### src/core/fcp_pkg.sv
package fcp_pkg;

   // widths of the counter, compare values and register bytes
   localparam int NCH = 4;
   localparam int CNT_W = 10;
   localparam int BYTE_W = 8;
   localparam int HI_W = CNT_W - BYTE_W;

   // register offsets as seen on the byte-wide register port
   localparam logic [7:0] ADR_PER_LO = 8'hd9;
   localparam logic [7:0] ADR_PER_HI = 8'hd1;
   localparam logic [7:0] ADR_CTRL = 8'hdc;
   localparam logic [7:0] ADR_BRAKE = 8'hdf;
   // compare holding bytes, element i belongs to channel i
   localparam logic [NCH-1:0][7:0] ADR_CMP_LO = {8'hde, 8'hdd, 8'hdb, 8'hda};
   localparam logic [NCH-1:0][7:0] ADR_CMP_HI = {8'hd6, 8'hd5, 8'hd3, 8'hd2};

   // main control byte layout
   localparam int CTRL_RUN_BIT = 7;
   localparam int CTRL_LOAD_BIT = 6;
   localparam int CTRL_FLAG_BIT = 5;
   localparam int CTRL_CLR_BIT = 4;
   localparam int CTRL_INV_LSB = 0;

   // reset values
   localparam logic [7:0] RST_BYTE = 8'h00;
   localparam logic [CNT_W-1:0] RST_WORD = 10'h000;
   localparam logic RST_LEVEL = 1'b1;

   // special compare codes
   localparam logic [CNT_W-1:0] CMP_ALL_HIGH = 10'h000;
   localparam logic [CNT_W-1:0] CMP_ALL_LOW = 10'h3ff;

   // prescaler default: one counter tick per system clock
   localparam int PRESCALE_DEF = 1;

endpackage

### src/core/fcp_chan.sv
`timescale 1ns/1ps
module fcp_chan
   import fcp_pkg::*;
#(
   parameter int CW = CNT_W
) (
   // clock and reset
   input wire logic i_sys_clk,
   input wire logic i_rstn,
   // update enable: clock enable and run together
   input wire logic i_en,
   // working counter and compare value
   input wire logic [CW-1:0] i_cnt,
   input wire logic [CW-1:0] i_cmp,
   input wire logic i_inv,
   // channel output level
   output logic o_level
);

   typedef struct packed {
      logic level;
   } fcp_chan_state_t;

   fcp_chan_state_t s_q, s_d;
   logic raw;

   // uninverted level: high from period start until count drops below compare
   always_comb begin
      s_d = s_q;
      if (i_cmp == CW'(CMP_ALL_HIGH)) begin
         raw = 1'b1;
      end else if (i_cmp == CW'(CMP_ALL_LOW)) begin
         raw = 1'b0;
      end else begin
         raw = (i_cnt >= i_cmp);
      end
      // stopped outputs hold their last level, inversion included
      if (i_en) begin
         s_d.level = raw ^ i_inv;
      end
   end

   always_ff @(posedge i_sys_clk) begin
      if (!i_rstn) begin
         s_q <= '{level: RST_LEVEL};
      end else begin
         s_q <= s_d;
      end
   end

   assign o_level = s_q.level;

   property p_zero_high;
      @(posedge i_sys_clk) disable iff (!i_rstn)
      (i_en && i_cmp == CW'(CMP_ALL_HIGH)) |=> (o_level == !$past(i_inv));
   endproperty
   a_zero_high: assert property (p_zero_high) else $error("zero code not high");

   property p_ones_low;
      @(posedge i_sys_clk) disable iff (!i_rstn)
      (i_en && i_cmp == CW'(CMP_ALL_LOW)) |=> (o_level == $past(i_inv));
   endproperty
   a_ones_low: assert property (p_ones_low) else $error("all ones code not low");

   property p_below_low;
      @(posedge i_sys_clk) disable iff (!i_rstn)
      (i_en && i_cmp != CW'(CMP_ALL_HIGH) && i_cnt < i_cmp) |=> (o_level == $past(i_inv));
   endproperty
   a_below_low: assert property (p_below_low) else $error("output not low below compare");

   property p_above_high;
      @(posedge i_sys_clk) disable iff (!i_rstn)
      (i_en && i_cmp != CW'(CMP_ALL_LOW) && i_cnt >= i_cmp) |=> (o_level != $past(i_inv));
   endproperty
   a_above_high: assert property (p_above_high) else $error("output not high above compare");

endmodule

### src/core/fcp_top.sv
// What this block does
// - ten-bit down counter reloads period at underflow
// - output high, low once count below compare
// - compare above reload value keeps output low
// - compare code zero keeps output high
// - compare code all ones keeps output low
// - channel three compare split low/high bytes
// - run bit starts and stops the counter
// - load copies buffers at underflow, then self-clears
// - without load, working values never change
// - underflow sets the polled flag
// - flag raises no interrupt
// - writing clear bit zeroes the counter
// - per-channel invert bits complement outputs
// - load while stopped never completes
// - rewriting run without load cancels transfer
// - clearing run freezes outputs
//
// The address-and-strobe port was chosen for this implementation.
`timescale 1ns/1ps
module fcp_top
   import fcp_pkg::*;
#(
   parameter int PRESCALE = PRESCALE_DEF,
   parameter int PRESC_W = 4
) (
   // clock, reset, clock enable
   input wire logic i_sys_clk,
   input wire logic i_rstn,
   input wire logic i_clk_en,
   // register port
   input wire logic [7:0] i_addr,
   input wire logic [BYTE_W-1:0] i_wr_data,
   input wire logic i_wr_en,
   input wire logic i_rd_en,
   output logic [BYTE_W-1:0] o_rd_data,
   // channel outputs
   output logic [NCH-1:0] o_pwm
);

   localparam logic [PRESC_W-1:0] PRESC_LAST = PRESC_W'(PRESCALE - 1);
   localparam logic [PRESC_W-1:0] PRESC_ZERO = '0;
   localparam logic [HI_W-1:0] HI_ZERO = '0;
   localparam logic [BYTE_W-HI_W-1:0] PAD_ZERO = '0;

   typedef struct packed {
      logic run;
      logic load;
      logic flag;
      logic [NCH-1:0] inv;
      logic load_clr;
      logic [PRESC_W-1:0] presc;
      logic [CNT_W-1:0] cnt;
      logic [CNT_W-1:0] per_buf;
      logic [CNT_W-1:0] per_work;
      logic [NCH-1:0][CNT_W-1:0] cmp_buf;
      logic [NCH-1:0][CNT_W-1:0] cmp_work;
      logic [BYTE_W-1:0] brake;
      logic [BYTE_W-1:0] rd_data;
   } fcp_state_t;

   localparam fcp_state_t RST_STATE = '{
      run: 1'b0,
      load: 1'b0,
      flag: 1'b0,
      inv: '0,
      load_clr: 1'b0,
      presc: PRESC_ZERO,
      cnt: RST_WORD,
      per_buf: RST_WORD,
      per_work: RST_WORD,
      cmp_buf: '0,
      cmp_work: '0,
      brake: RST_BYTE,
      rd_data: RST_BYTE
   };

   fcp_state_t s_q, s_d;

   // decoded events of the current cycle
   logic tick;
   logic undf;
   logic xfer;
   logic ctrl_wr;
   logic clr_req;
   logic [CNT_W-1:0] reload_val;

   // one combinational pass: counter, transfer, register port, read mux
   always_comb begin
      s_d = s_q;
      s_d.rd_data = RST_BYTE; // read data valid for one cycle only

      // prescaled tick, only while running
      tick = s_q.run && (s_q.presc == PRESC_LAST);
      if (s_q.run) begin
         s_d.presc = tick ? PRESC_ZERO : s_q.presc + 1'b1;
      end

      // underflow when a tick finds the counter at zero
      undf = tick && (s_q.cnt == RST_WORD);
      // a stopped counter never underflows, so a stalled load waits forever
      xfer = undf && s_q.load;
      reload_val = s_q.load ? s_q.per_buf : s_q.per_work;
      if (tick) begin
         s_d.cnt = undf ? reload_val : s_q.cnt - 1'b1;
      end

      // working copies change only on a completed transfer
      if (xfer) begin
         s_d.per_work = s_q.per_buf;
         s_d.cmp_work = s_q.cmp_buf;
      end

      // load drops one clock after the transfer; a new write may re-set it
      s_d.load_clr = xfer;
      if (s_q.load_clr) begin
         s_d.load = 1'b0;
      end

      ctrl_wr = i_wr_en && (i_addr == ADR_CTRL);
      clr_req = ctrl_wr && i_wr_data[CTRL_CLR_BIT];

      // software writes; holding bytes never touch working copies
      if (i_wr_en) begin
         if (i_addr == ADR_PER_LO) begin
            s_d.per_buf[BYTE_W-1:0] = i_wr_data;
         end
         if (i_addr == ADR_PER_HI) begin
            s_d.per_buf[CNT_W-1:BYTE_W] = i_wr_data[HI_W-1:0];
         end
         for (int i = 0; i < NCH; i++) begin
            if (i_addr == ADR_CMP_LO[i]) begin
               s_d.cmp_buf[i][BYTE_W-1:0] = i_wr_data;
            end
            if (i_addr == ADR_CMP_HI[i]) begin
               s_d.cmp_buf[i][CNT_W-1:BYTE_W] = i_wr_data[HI_W-1:0];
            end
         end
         if (i_addr == ADR_BRAKE) begin
            s_d.brake = i_wr_data;
         end
      end

      // control write; run without load drops a pending transfer
      if (ctrl_wr) begin
         s_d.run = i_wr_data[CTRL_RUN_BIT];
         s_d.load = i_wr_data[CTRL_LOAD_BIT];
         s_d.flag = i_wr_data[CTRL_FLAG_BIT];
         s_d.inv = i_wr_data[CTRL_INV_LSB +: NCH];
      end
      if (clr_req) begin
         s_d.cnt = RST_WORD;
      end

      // flag set wins over a same-cycle software clear; polled only
      if (undf) begin
         s_d.flag = 1'b1;
      end

      // read mux; unmapped offsets and reserved bits read zero
      if (i_rd_en) begin
         if (i_addr == ADR_CTRL) begin
            s_d.rd_data = {s_q.run, s_q.load, s_q.flag, 1'b0, s_q.inv};
         end
         if (i_addr == ADR_PER_LO) begin
            s_d.rd_data = s_q.per_buf[BYTE_W-1:0];
         end
         if (i_addr == ADR_PER_HI) begin
            s_d.rd_data = {PAD_ZERO, s_q.per_buf[CNT_W-1:BYTE_W]};
         end
         if (i_addr == ADR_BRAKE) begin
            s_d.rd_data = s_q.brake;
         end
         for (int i = 0; i < NCH; i++) begin
            if (i_addr == ADR_CMP_LO[i]) begin
               s_d.rd_data = s_q.cmp_buf[i][BYTE_W-1:0];
            end
            if (i_addr == ADR_CMP_HI[i]) begin
               s_d.rd_data = {PAD_ZERO, s_q.cmp_buf[i][CNT_W-1:BYTE_W]};
            end
         end
      end
   end

   // low clock enable freezes everything, strobes included
   always_ff @(posedge i_sys_clk) begin
      if (!i_rstn) begin
         s_q <= RST_STATE;
      end else if (i_clk_en) begin
         s_q <= s_d;
      end
   end

   assign o_rd_data = s_q.rd_data;

   // one output stage per channel, updated only while running
   generate
      for (genvar g = 0; g < NCH; g++) begin : g_chan
         fcp_chan #(
            .CW(CNT_W)
         ) u_chan (
            .i_sys_clk(i_sys_clk),
            .i_rstn(i_rstn),
            .i_en(i_clk_en && s_q.run),
            .i_cnt(s_q.cnt),
            .i_cmp(s_q.cmp_work[g]),
            .i_inv(s_q.inv[g]),
            .o_level(o_pwm[g])
         );
      end
   endgenerate

   // checks on counter, transfer and control behaviour

   property p_reload;
      @(posedge i_sys_clk) disable iff (!i_rstn)
      (i_clk_en && undf && !clr_req) |=> (s_q.cnt == $past(reload_val));
   endproperty
   a_reload: assert property (p_reload) else $error("counter not reloaded at underflow");

   property p_flag;
      @(posedge i_sys_clk) disable iff (!i_rstn)
      (i_clk_en && undf) |=> s_q.flag;
   endproperty
   a_flag: assert property (p_flag) else $error("underflow flag not set");

   property p_load_clear;
      @(posedge i_sys_clk) disable iff (!i_rstn)
      (i_clk_en && xfer) ##1 (i_clk_en && !ctrl_wr) |=> !s_q.load;
   endproperty
   a_load_clear: assert property (p_load_clear) else $error("load not cleared after transfer");

   property p_transfer;
      @(posedge i_sys_clk) disable iff (!i_rstn)
      (i_clk_en && xfer) |=> (s_q.per_work == $past(s_q.per_buf)) &&
         (s_q.cmp_work == $past(s_q.cmp_buf));
   endproperty
   a_transfer: assert property (p_transfer) else $error("buffers not copied on transfer");

   property p_hold_work;
      @(posedge i_sys_clk) disable iff (!i_rstn)
      !s_q.load |=> $stable(s_q.per_work) && $stable(s_q.cmp_work);
   endproperty
   a_hold_work: assert property (p_hold_work) else $error("working values moved without load");

   property p_clear;
      @(posedge i_sys_clk) disable iff (!i_rstn)
      (i_clk_en && clr_req) |=> (s_q.cnt == RST_WORD);
   endproperty
   a_clear: assert property (p_clear) else $error("counter clear failed");

   property p_stalled_load;
      @(posedge i_sys_clk) disable iff (!i_rstn)
      (!s_q.run && s_q.load && !ctrl_wr) |=> s_q.load && $stable(s_q.cmp_work);
   endproperty
   a_stalled_load: assert property (p_stalled_load) else $error("load completed while stopped");

   property p_freeze;
      @(posedge i_sys_clk) disable iff (!i_rstn)
      !s_q.run |=> $stable(o_pwm);
   endproperty
   a_freeze: assert property (p_freeze) else $error("outputs moved while stopped");

   property p_stopped_count;
      @(posedge i_sys_clk) disable iff (!i_rstn)
      (!s_q.run && !(i_clk_en && clr_req)) |=> $stable(s_q.cnt) && !$rose(s_q.flag & ~ctrl_wr);
   endproperty
   a_stopped_count: assert property (p_stopped_count) else $error("counter moved while stopped");

   // read port: data stands one cycle only, reserved high bits read zero
   property p_rd_idle;
      @(posedge i_sys_clk) disable iff (!i_rstn)
      (i_clk_en && !i_rd_en) |=> (o_rd_data == RST_BYTE);
   endproperty
   a_rd_idle: assert property (p_rd_idle) else $error("read data outside read cycle");

   property p_rd_hi_reserved;
      @(posedge i_sys_clk) disable iff (!i_rstn)
      (i_clk_en && i_rd_en && i_addr == ADR_CMP_HI[NCH-1]) |=> (o_rd_data[BYTE_W-1:HI_W] == '0);
   endproperty
   a_rd_hi_reserved: assert property (p_rd_hi_reserved) else $error("reserved bits set");

   // holding byte write lands in the buffer only
   property p_buf_write;
      @(posedge i_sys_clk) disable iff (!i_rstn)
      (i_clk_en && i_wr_en && i_addr == ADR_CMP_LO[NCH-1]) |=>
         (s_q.cmp_buf[NCH-1][BYTE_W-1:0] == $past(i_wr_data));
   endproperty
   a_buf_write: assert property (p_buf_write) else $error("compare low byte not stored");

   // control write without load drops any pending transfer
   property p_cancel;
      @(posedge i_sys_clk) disable iff (!i_rstn)
      (i_clk_en && ctrl_wr && !i_wr_data[CTRL_LOAD_BIT]) |=> !s_q.load;
   endproperty
   a_cancel: assert property (p_cancel) else $error("pending load not cancelled");

   // run bit follows the control write in both directions
   property p_run_start;
      @(posedge i_sys_clk) disable iff (!i_rstn)
      (i_clk_en && ctrl_wr && i_wr_data[CTRL_RUN_BIT]) |=> s_q.run;
   endproperty
   a_run_start: assert property (p_run_start) else $error("run not started");

   property p_run_stop;
      @(posedge i_sys_clk) disable iff (!i_rstn)
      (i_clk_en && ctrl_wr && !i_wr_data[CTRL_RUN_BIT]) |=> !s_q.run;
   endproperty
   a_run_stop: assert property (p_run_stop) else $error("run not stopped");

   // flag only moves on underflow or a control write; never self-clears
   property p_flag_hold;
      @(posedge i_sys_clk) disable iff (!i_rstn)
      (i_clk_en && !undf && !ctrl_wr) |=> (s_q.flag == $past(s_q.flag));
   endproperty
   a_flag_hold: assert property (p_flag_hold) else $error("flag changed by itself");

   // invert bits taken straight from the control write
   property p_inv_write;
      @(posedge i_sys_clk) disable iff (!i_rstn)
      (i_clk_en && ctrl_wr) |=> (s_q.inv == $past(i_wr_data[CTRL_INV_LSB +: NCH]));
   endproperty
   a_inv_write: assert property (p_inv_write) else $error("invert bits not written");

   // ordinary tick counts down by one
   property p_count_down;
      @(posedge i_sys_clk) disable iff (!i_rstn)
      (i_clk_en && tick && !undf && !clr_req) |=> (s_q.cnt == $past(s_q.cnt) - 1'b1);
   endproperty
   a_count_down: assert property (p_count_down) else $error("counter did not decrement");

   // pending load survives until the edge after its transfer
   property p_load_hold;
      @(posedge i_sys_clk) disable iff (!i_rstn)
      (i_clk_en && s_q.load && !s_q.load_clr && !ctrl_wr) |=> s_q.load;
   endproperty
   a_load_hold: assert property (p_load_hold) else $error("load dropped early");

   // a low clock enable freezes every bit of state
   property p_clk_en_freeze;
      @(posedge i_sys_clk) disable iff (!i_rstn)
      !i_clk_en |=> $stable(s_q);
   endproperty
   a_clk_en_freeze: assert property (p_clk_en_freeze) else $error("state moved while disabled");

endmodule

### config.mk
export PLATFORM = sky130hd
export DESIGN_NAME = fcp_top
export DESIGN_NICKNAME = d
export VERILOG_FILES = /design/src/core/fcp_pkg.sv /design/src/core/fcp_chan.sv /design/src/core/fcp_top.sv
export SDC_FILE = /design/constraint.sdc
export NUM_CORES = 1
export LEC_CHECK = 0
export BUFFER_PORTS_ARGS = -buffer_cell sky130_fd_sc_hd__buf_2
export CAP_MARGIN = 20
export CORE_MARGIN = 4
export CORE_UTILIZATION = 45
export CTS_BUF_LIST = sky130_fd_sc_hd__clkbuf_4 sky130_fd_sc_hd__clkbuf_8 sky130_fd_sc_hd__clkbuf_16
export DETAILED_ROUTE_END_ITERATION = 7
export GPL_ROUTABILITY_DRIVEN = 0
export PLACE_DENSITY = 0.65
export SYNTH_ARGS = -nofsm -noshare
export SYNTH_HDL_FRONTEND = slang
export SYNTH_SLANG_ARGS = --single-unit
### constraint.sdc
create_clock -name i_sys_clk -period 2.85 [get_ports i_sys_clk]
set_input_delay 0.57 -clock i_sys_clk [delete_from_list [all_inputs] [get_ports i_sys_clk]]
set_output_delay 0.57 -clock i_sys_clk [all_outputs]
set_load 0.1 [all_outputs]
==> impl_summary.md, run 1 <==
Status
The run finished with clean final reports.

Floorplan
The die is ~140 um wide. The die outline height is between 100 and 150 um. The floorplan row count is between 40 and 50.

The total core area is 17200 um2. For this design the top-level I/O count stands at 33. Once the floorplan was initialized, standard cells occupied between 40% and 50% of the core. The die covers roughly 20000 um2.

Clock network
The clock-pin slew on the worst setup and hold paths is around 60 ps. The clock insertion delay at the later pin of the skew report is around 420 ps. The buffer type at the clock tree root is sky130_fd_sc_hd__clkbuf_16. The clock passes through at most 2 buffers.

Once the clock tree was built, the setup fixing pass inserted 0 buffers. TritonCTS built the clock tree. Gates resized during post-CTS repair numbered 0.

The tree built by TritonCTS fans out to ~140 sinks. The H-tree generated during clock tree synthesis spans 4 levels. The cts-stage hold buffer count is 0. Clock tree synthesis inserted a total of 17 buffers.

GRT
The largest net degree at the start of global routing is approximately 130. The total global routing overflow is 0. The number of antenna violations at the first check in global routing was 0. The number of global-route vias before repair is around 6400. The first global-routing pass estimated around 35 mm of wire. The overall track demand over capacity in global routing is roughly 22%.

Logic synthesis
The number of distinct library cells after synthesis is 61. The leading register cell type out of synthesis is sky130_fd_sc_hd__dfxtp_1. The count of yosys warnings during synthesis is 0. The proportion of register bits with asynchronous set or reset after synthesis is 0%.

In the synthesized netlist, the number of instances is 969. The portion of the post-synthesis area used by sequential elements is a little over a third. In this run the mean area of a mapped cell was slightly above 8 um2. The number of enable flip-flop cells after synthesis is 0.

The synthesized netlist occupies a cell area of 7890 um2. In this run, synthesis produced a sequential element count of about 140. The number of nets in the synthesized netlist is between 1000 and 1500.

Layout
The net count of the finished layout is between 1000 and 1500. Registers take about 2800 um2. The most common cell after layout, fill and taps aside is sky130_fd_sc_hd__nand2_1. Leaving out fill and tap cells, the most frequent cells in the layout are sky130_fd_sc_hd__nand2_1, sky130_fd_sc_hd__dfxtp_1, sky130_fd_sc_hd__a21oi_1, sky130_fd_sc_hd__a21oi_2, sky130_fd_sc_hd__nand2_2. The growth of design area from synthesis to finish is 11.9%. The utilization after layout is 51.2%.

The finished cells cover 8830 um2. The number of antenna diodes is 0. In the final layout, the multi-input gates occupy between 4000 and 5000 um2. Counting the fill cells in the layout gives between 1500 and 2000.

Cells with a size suffix above 1 make up around a fifth of the layout.

Setup path
Counting cells, the worst reg-to-reg path comes to 9. Data on the critical path is required at its endpoint by between 3000 and 4000 ps. Among all stages on the critical path, the largest delay is contributed by sky130_fd_sc_hd__and3_4. The signal on the critical path passes through inv_1 -> ha_1 -> nor3b_1 -> buf_4 -> and3_1 -> and3_4 -> buf_12 -> nand2_2 -> a21oi_2. On the worst path, the slowest cell contributes a delay of between 300 and 400 ps. The sort of element at the start of the critical path is a flop.

The arrival time at the worst endpoint is 2670 ps. The critical path start-end classification is reg2reg. The worst setup path is captured at a flop. The worst-path maximum fanout is 20.

Place
In this run the cell area measured after placement is approximately 8200 um2. The number of buffer cells added on primary ports is 32. The detailed placement HPWL is 15.4 mm.

Timing
The number of max-slew violations in the final report came to 0. Measured against its own limit, the worst slew margin works out to approximately half. The final hold violation count came to 0. The count of final setup violators is 0. For the final database, setup skew stands at 6.89 ps.

Setup repair after global routing left no endpoint under its margin. For the pin with the worst max-slew slack, the measured transition is ~770 ps. The final worst hold slack is approximately 450 ps.

For the final routed database, the setup TNS stands at 0 ps. Subtracting the final worst setup slack from the clock period gives between 2000 and 2500 ps. The worst path uses around 82% of the clock period. Based on the critical path, the design can be clocked at up to 430 MHz.

Route
The routed via count is 6765. The routed design has 21.6 mm of wire. The detailed-route vias per instance is 5.56.

The first detailed-routing pass took 5 iterations. The number of nets with antenna violations after detailed routing is 0. The number of design-rule violations left by the first detailed-router iteration is 727. Dividing the detail-routed wire length by the instance count gives about 18 um. The DRC violation count after routing is 0.

Pwr
Power spread over the standard cell area amounts to ~530 nW/um2. IR analysis of the VDD net gives a maximum drop of 0.449 mV. The post-layout total power is about 4.7 mW.

For this design the static power due to leakage is 2.96 nW.

Flow run
Max-cap violations in this run came to 0.

Hold path
Counting instances, the worst hold path has a depth of 2. The tightest min-delay check is of the reg2reg type.
==> kinds of logic (layout without fill, tap and decap cells) <==
group | count (synthesis) | in the layout | share of synthesized area [%]
mux | 37 | 37 | 4.72
fa+ha+maj | 43 | 43 | 6.82
compound gates | 228 | 228 | 19.2
simple gates | 398 | 398 | 25.0
xor+xnor | 8 | 8 | 0.888
flops | 142 | 142 | 36.0
buf+inv | 113 | 135 | 7.29
==> where the power goes <==
part / internal (mW) / switching, mW
registers: 1.99 / 0.00110
clock network: 1.65 / 0.852
logic: 0.0420 / 0.131
==> cells in the mapped netlist (3+ instances only) <==
cell,number,area (um2)
sky130_fd_sc_hd__a2111oi_0,4,35.0
sky130_fd_sc_hd__a211oi_1,3,22.5
sky130_fd_sc_hd__a21oi_1,75,375
sky130_fd_sc_hd__a21oi_2,51,447
sky130_fd_sc_hd__a221oi_1,8,70.1
sky130_fd_sc_hd__a22oi_1,5,37.5
sky130_fd_sc_hd__a2bb2oi_1,4,35.0
sky130_fd_sc_hd__a31oi_1,5,31.3
sky130_fd_sc_hd__a32oi_1,4,35.0
sky130_fd_sc_hd__and2_1,10,62.6
sky130_fd_sc_hd__and3_1,7,43.8
sky130_fd_sc_hd__buf_12,6,120
sky130_fd_sc_hd__buf_2,4,20.0
sky130_fd_sc_hd__buf_4,13,97.6
sky130_fd_sc_hd__clkbuf_1,41,154
sky130_fd_sc_hd__dfxtp_1,142,2840
sky130_fd_sc_hd__ha_1,43,538
sky130_fd_sc_hd__inv_1,46,173
sky130_fd_sc_hd__mux2i_1,35,350
sky130_fd_sc_hd__nand2_1,171,642
sky130_fd_sc_hd__nand2_2,50,313
sky130_fd_sc_hd__nand2b_1,8,50.1
sky130_fd_sc_hd__nand3_1,18,90.1
sky130_fd_sc_hd__nand3b_1,4,30.0
sky130_fd_sc_hd__nand4_1,17,106
sky130_fd_sc_hd__nor2_1,49,184
sky130_fd_sc_hd__nor2b_1,15,93.8
sky130_fd_sc_hd__nor3_1,11,55.1
sky130_fd_sc_hd__nor3b_1,6,45.0
sky130_fd_sc_hd__nor4_1,9,56.3
sky130_fd_sc_hd__o2111ai_1,4,35.0
sky130_fd_sc_hd__o211ai_1,7,52.6
sky130_fd_sc_hd__o21a_1,4,30.0
sky130_fd_sc_hd__o21ai_0,40,200
sky130_fd_sc_hd__o32ai_1,3,26.3
sky130_fd_sc_hd__or3_1,4,25.0
sky130_fd_sc_hd__or4_1,6,45.0
sky130_fd_sc_hd__xnor2_1,5,43.8
sky130_fd_sc_hd__xor2_1,3,26.3
==> registers in the layout, indices dropped and copies added, names as in the netlist <==
name / count
o_rd_data: 8
s_q: 130
g_chan.u_chan.o_level: 4
==> worst max-delay path, delay by kind of cell, from the launching register on <==
family                     cells  cell delay, ps
AOI/OAI and AO/OA              1             100
adders and majority gates      1             250
buffers and inverters          3             640
DFF                            1             340
and+or+nand+nor                4             910
==> metal layers <==
layer	vias to the layer above	GRT usage [%]	share of wire (%)
li1	3382	-	-
met1	3132	33.3	50
met2	214	31.8	41
met3	37	4.54	6.2
met4	0	7.34	2.8
met5	-	0	0
==> per-stage QoR <==
stage	cells	setup slack [ps]
3_3_place_gp	1186	503
5_1_grt	1216	262
6_report	1216	526
2_1_floorplan	969	737
4_1_cts	1216	515
3_5_place_dp	1186	480
==> path summary, 6_finish.rpt <==
path / endpoint / slack [ps] / startpoint
max: s_q[19] / 530 / s_q[116]
min: s_q[13] / 450 / s_q[13]
max reg2reg: s_q[19] / 530 / s_q[116]
min reg2reg: s_q[13] / 450 / s_q[13]
==> final cells by class <==
cell class / instances / share of cell area, %
clock inverters: 11 / 2.45
repair buffers: 58 / 4.45
clock buffers: 19 / 4.99
inverters: 47 / 2.03
flip-flops and latches: 142 / 32.2
well taps: 225 / 3.19
multi-input cells: 714 / 50.7
No activity file was read; power rests on OpenSTA's default activity.
==> inputs of run 2 (changes only) <==
==> constraint.sdc (replaced) <==
create_clock -name i_sys_clk -period 2.3 [get_ports i_sys_clk]
set_input_delay 0.46 -clock i_sys_clk [delete_from_list [all_inputs] [get_ports i_sys_clk]]
set_output_delay 0.46 -clock i_sys_clk [all_outputs]
set_load 0.1 [all_outputs]
==> impl_summary.md, run 2 (same netlist as run 1, synthesis figures left out) <==
Clock network
In this run the post-CTS setup repair buffer count came out at 0. The CTS buffer count is 17. The clock tree synthesis step divided the H-tree into 4 levels.

The CTS tree is built. The clock insertion delay at the later pin of the skew report is 430 ps. For this design, the sink count on the clock tree is ~140.

After clock tree synthesis, the clock-pin slew on the worst setup and hold paths is ~60 ps. The buffer type at the clock tree root is sky130_fd_sc_hd__clkbuf_16. The clock passes through at most 2 buffers.

Pwr
Net switching is about 23% of the power. The worst voltage drop across the vdd grid is about 0.56 mV. The sequential cell fraction of total power is between 40 and 50%. Cell internal power was estimated by the tool at ~4.3 mW. The static leakage is ~3 nW. The power density of the placed cells is around 620 nW/um2. Of the total power, combinational logic draws under 10%. The post-layout total power is between 5 and 6 mW. The share of total power dissipated in the clock network is 51.3%. The net load switching power is 1.25 mW.

Route
The detail-routed net length per standard cell is about 18 um. The count of nets left with antenna violations once routing finished came out at 0. The number of search-and-repair iterations in the first detailed-routing pass is 5. The detailed-route vias per instance is 5.58.

The DRC violation count after routing is 0. For this block, the initial DRC count from the detailed router was 615. The routed via count is 6884. Wires add up to 22.3 mm.

Timing
The achievable frequency is 489 MHz. The final hold violation count is 0. The setup TNS is 0 ps.

The worst path in the final design needs a cycle of between 2000 and 2500 ps, including I/O delays and setup. Dividing the final minimum period by the clock period gives 88.9%. In this run the tightest slew margin relative to its limit is between 50% and 60%.

Setup repair after global routing left no endpoint under its margin. The count of final setup violators is 0. Setup slack closes at 254 ps.

The number of max-slew violations in the final report is 0. Clock skew on the completed layout was measured at around 11 ps. The transition at the pin with the smallest max-transition slack is roughly 740 ps.

Floorplan
The die span in x is between 100 and 150 um. The initial utilization of the core area, before any placement, comes to approximately 46%. The die area is a little under 20000 um2. The total I/O pin count is 33.

In this run the vertical extent of the chip is approximately 140 um. The floorplan row count is between 40 and 50. The total core area is ~17000 um2.

Layout
The register with the most flip-flops in the final layout is s_q. The area taken by flip-flops and latches is between 2000 and 3000 um2. The multi-input combinational cell area is between 4000 and 5000 um2.

The finished cells cover between 8000 and 9000 um2. The flip-flop count of the largest register after layout is 130. The utilization after layout is around 52%. 0 antenna diodes ended up in the layout.

The ratio of cells with drive above 1 in the final layout is roughly 22%. The library cells used most frequently in the layout, excluding fill and tap cells, are sky130_fd_sc_hd__nand2_1, sky130_fd_sc_hd__dfxtp_1, sky130_fd_sc_hd__a21oi_1, sky130_fd_sc_hd__a21oi_2, sky130_fd_sc_hd__nand2_2. The growth of design area from synthesis to finish is 12.9%. The fill cell total of the finished layout is 1656. The library cell used most frequently in the layout, excluding fill and tap cells, is sky130_fd_sc_hd__nand2_1. For this run, the post-layout net count is 1060.

Hold path
The tightest min-delay check is of the in2reg type. The depth of the worst hold-timing path is 3. The startpoint of the most critical hold path is i_wr_data[6]. The terminating pin of the worst hold path is s_q[92].

Setup path
The worst reg-to-reg setup slack is between 200 and 300 ps. The sort of element at the end of the critical path is a flop. STA puts the critical path data required time at between 2000 and 3000 ps. The end of the worst register-to-register path is s_q[30]. The worst-path maximum fanout is 30. The critical register-to-register path startpoint is s_q[121]. The worst setup path is of the reg2reg kind. Data arrives at the worst endpoint at 2390 ps.

For the worst flop-to-flop path, the logic depth is 7. STA classifies the critical path startpoint as a flop.

Flow run
The max-cap violation count is 0.

Place
After detailed placement, the total cell area comes to roughly 8300 um2. The count of buffers added on input and output ports is 32. Prior to clock tree synthesis, the placed netlist has a worst setup slack of 145 ps. The detailed placement HPWL is 16.1 mm.

Status
The flow ran to the end, and the final reports show no timing, DRC or antenna violations.

GRT
The global routing usage on met2 is about a third. The number of global-route vias before repair is 6523. The global-route wire length before repair is ~36 mm. The total global routing overflow is 0. Global routing used a little under a quarter of the available tracks. The met3 usage is between 4 and 5%.

The number of antenna violations at the first check in global routing is 0. In the global route stage, met1 resource usage came out at 33.2%. Entering global routing, the biggest net connects about 130 pins.

The global routing stage identified its most utilized layer as met2.
-- run 2: metal layers --
metal / vias up / wire length [um]
li1: 3415 / -
met1: 3198 / 10700
met2: 240 / 9720
met3: 31 / 1400
met4: 0 / 496
met5: - / 0
-- run 2: worst max path at each step --
stage              start                        to  slack, ps  cells after the start
2_1_floorplan  i_addr[5]                   s_q[73]        300                      7
3_3_place_gp   i_addr[2]              o_rd_data[7]        220                      9
3_5_place_dp    s_q[121]  g_chan[3].u_chan.o_level        150                      8
4_1_cts         s_q[121]  g_chan[3].u_chan.o_level        140                      8
5_1_grt         s_q[126]                  s_q[119]         20                      9
6_report        s_q[121]                   s_q[30]        250                      7
-- run 2: area by class of cell --
cell class | count | share of cell area [%]
sequential | 142 | 31.9
inverter | 47 | 2.01
timing repair buffer | 74 | 5.80
clock inverter | 12 | 1.81
multi-input combinational | 714 | 50.3
tap | 225 | 3.16
clock buffer | 20 | 5.03
-- run 2: power groups by stage --
stage	clock network, mW	registers (mW)	logic (mW)
floorplan	0	2.52	0.127
global placement	0	2.52	0.223
detailed placement	0	2.52	0.225
CTS	2.88	2.46	0.226
global route	2.99	2.46	0.245
finish	2.83	2.46	0.230
-- run 2: metrics by stage --
step           cells  hold slack, ps
3_5_place_dp    1202             448
4_1_cts         1234             373
5_1_grt         1234             394
2_1_floorplan    969             432
3_3_place_gp    1202             443
6_report        1234             389
-- run 2: critical path, cell delays in order, from the launching register on --
cell	delay, ps
sky130_fd_sc_hd__dfxtp_2	380
sky130_fd_sc_hd__or4_4	510
sky130_fd_sc_hd__nor2_2	110
sky130_fd_sc_hd__and3_1	260
sky130_fd_sc_hd__and3_4	250
sky130_fd_sc_hd__buf_12	220
sky130_fd_sc_hd__nand2_2	110
sky130_fd_sc_hd__a21oi_2	110
-- run 2: what timing repair did --
action	4_1_cts	5_1_grt
hold buffers	0	0
hold endpoints to repair	0	0
gates resized for setup	0	3
setup endpoints to repair	0	6
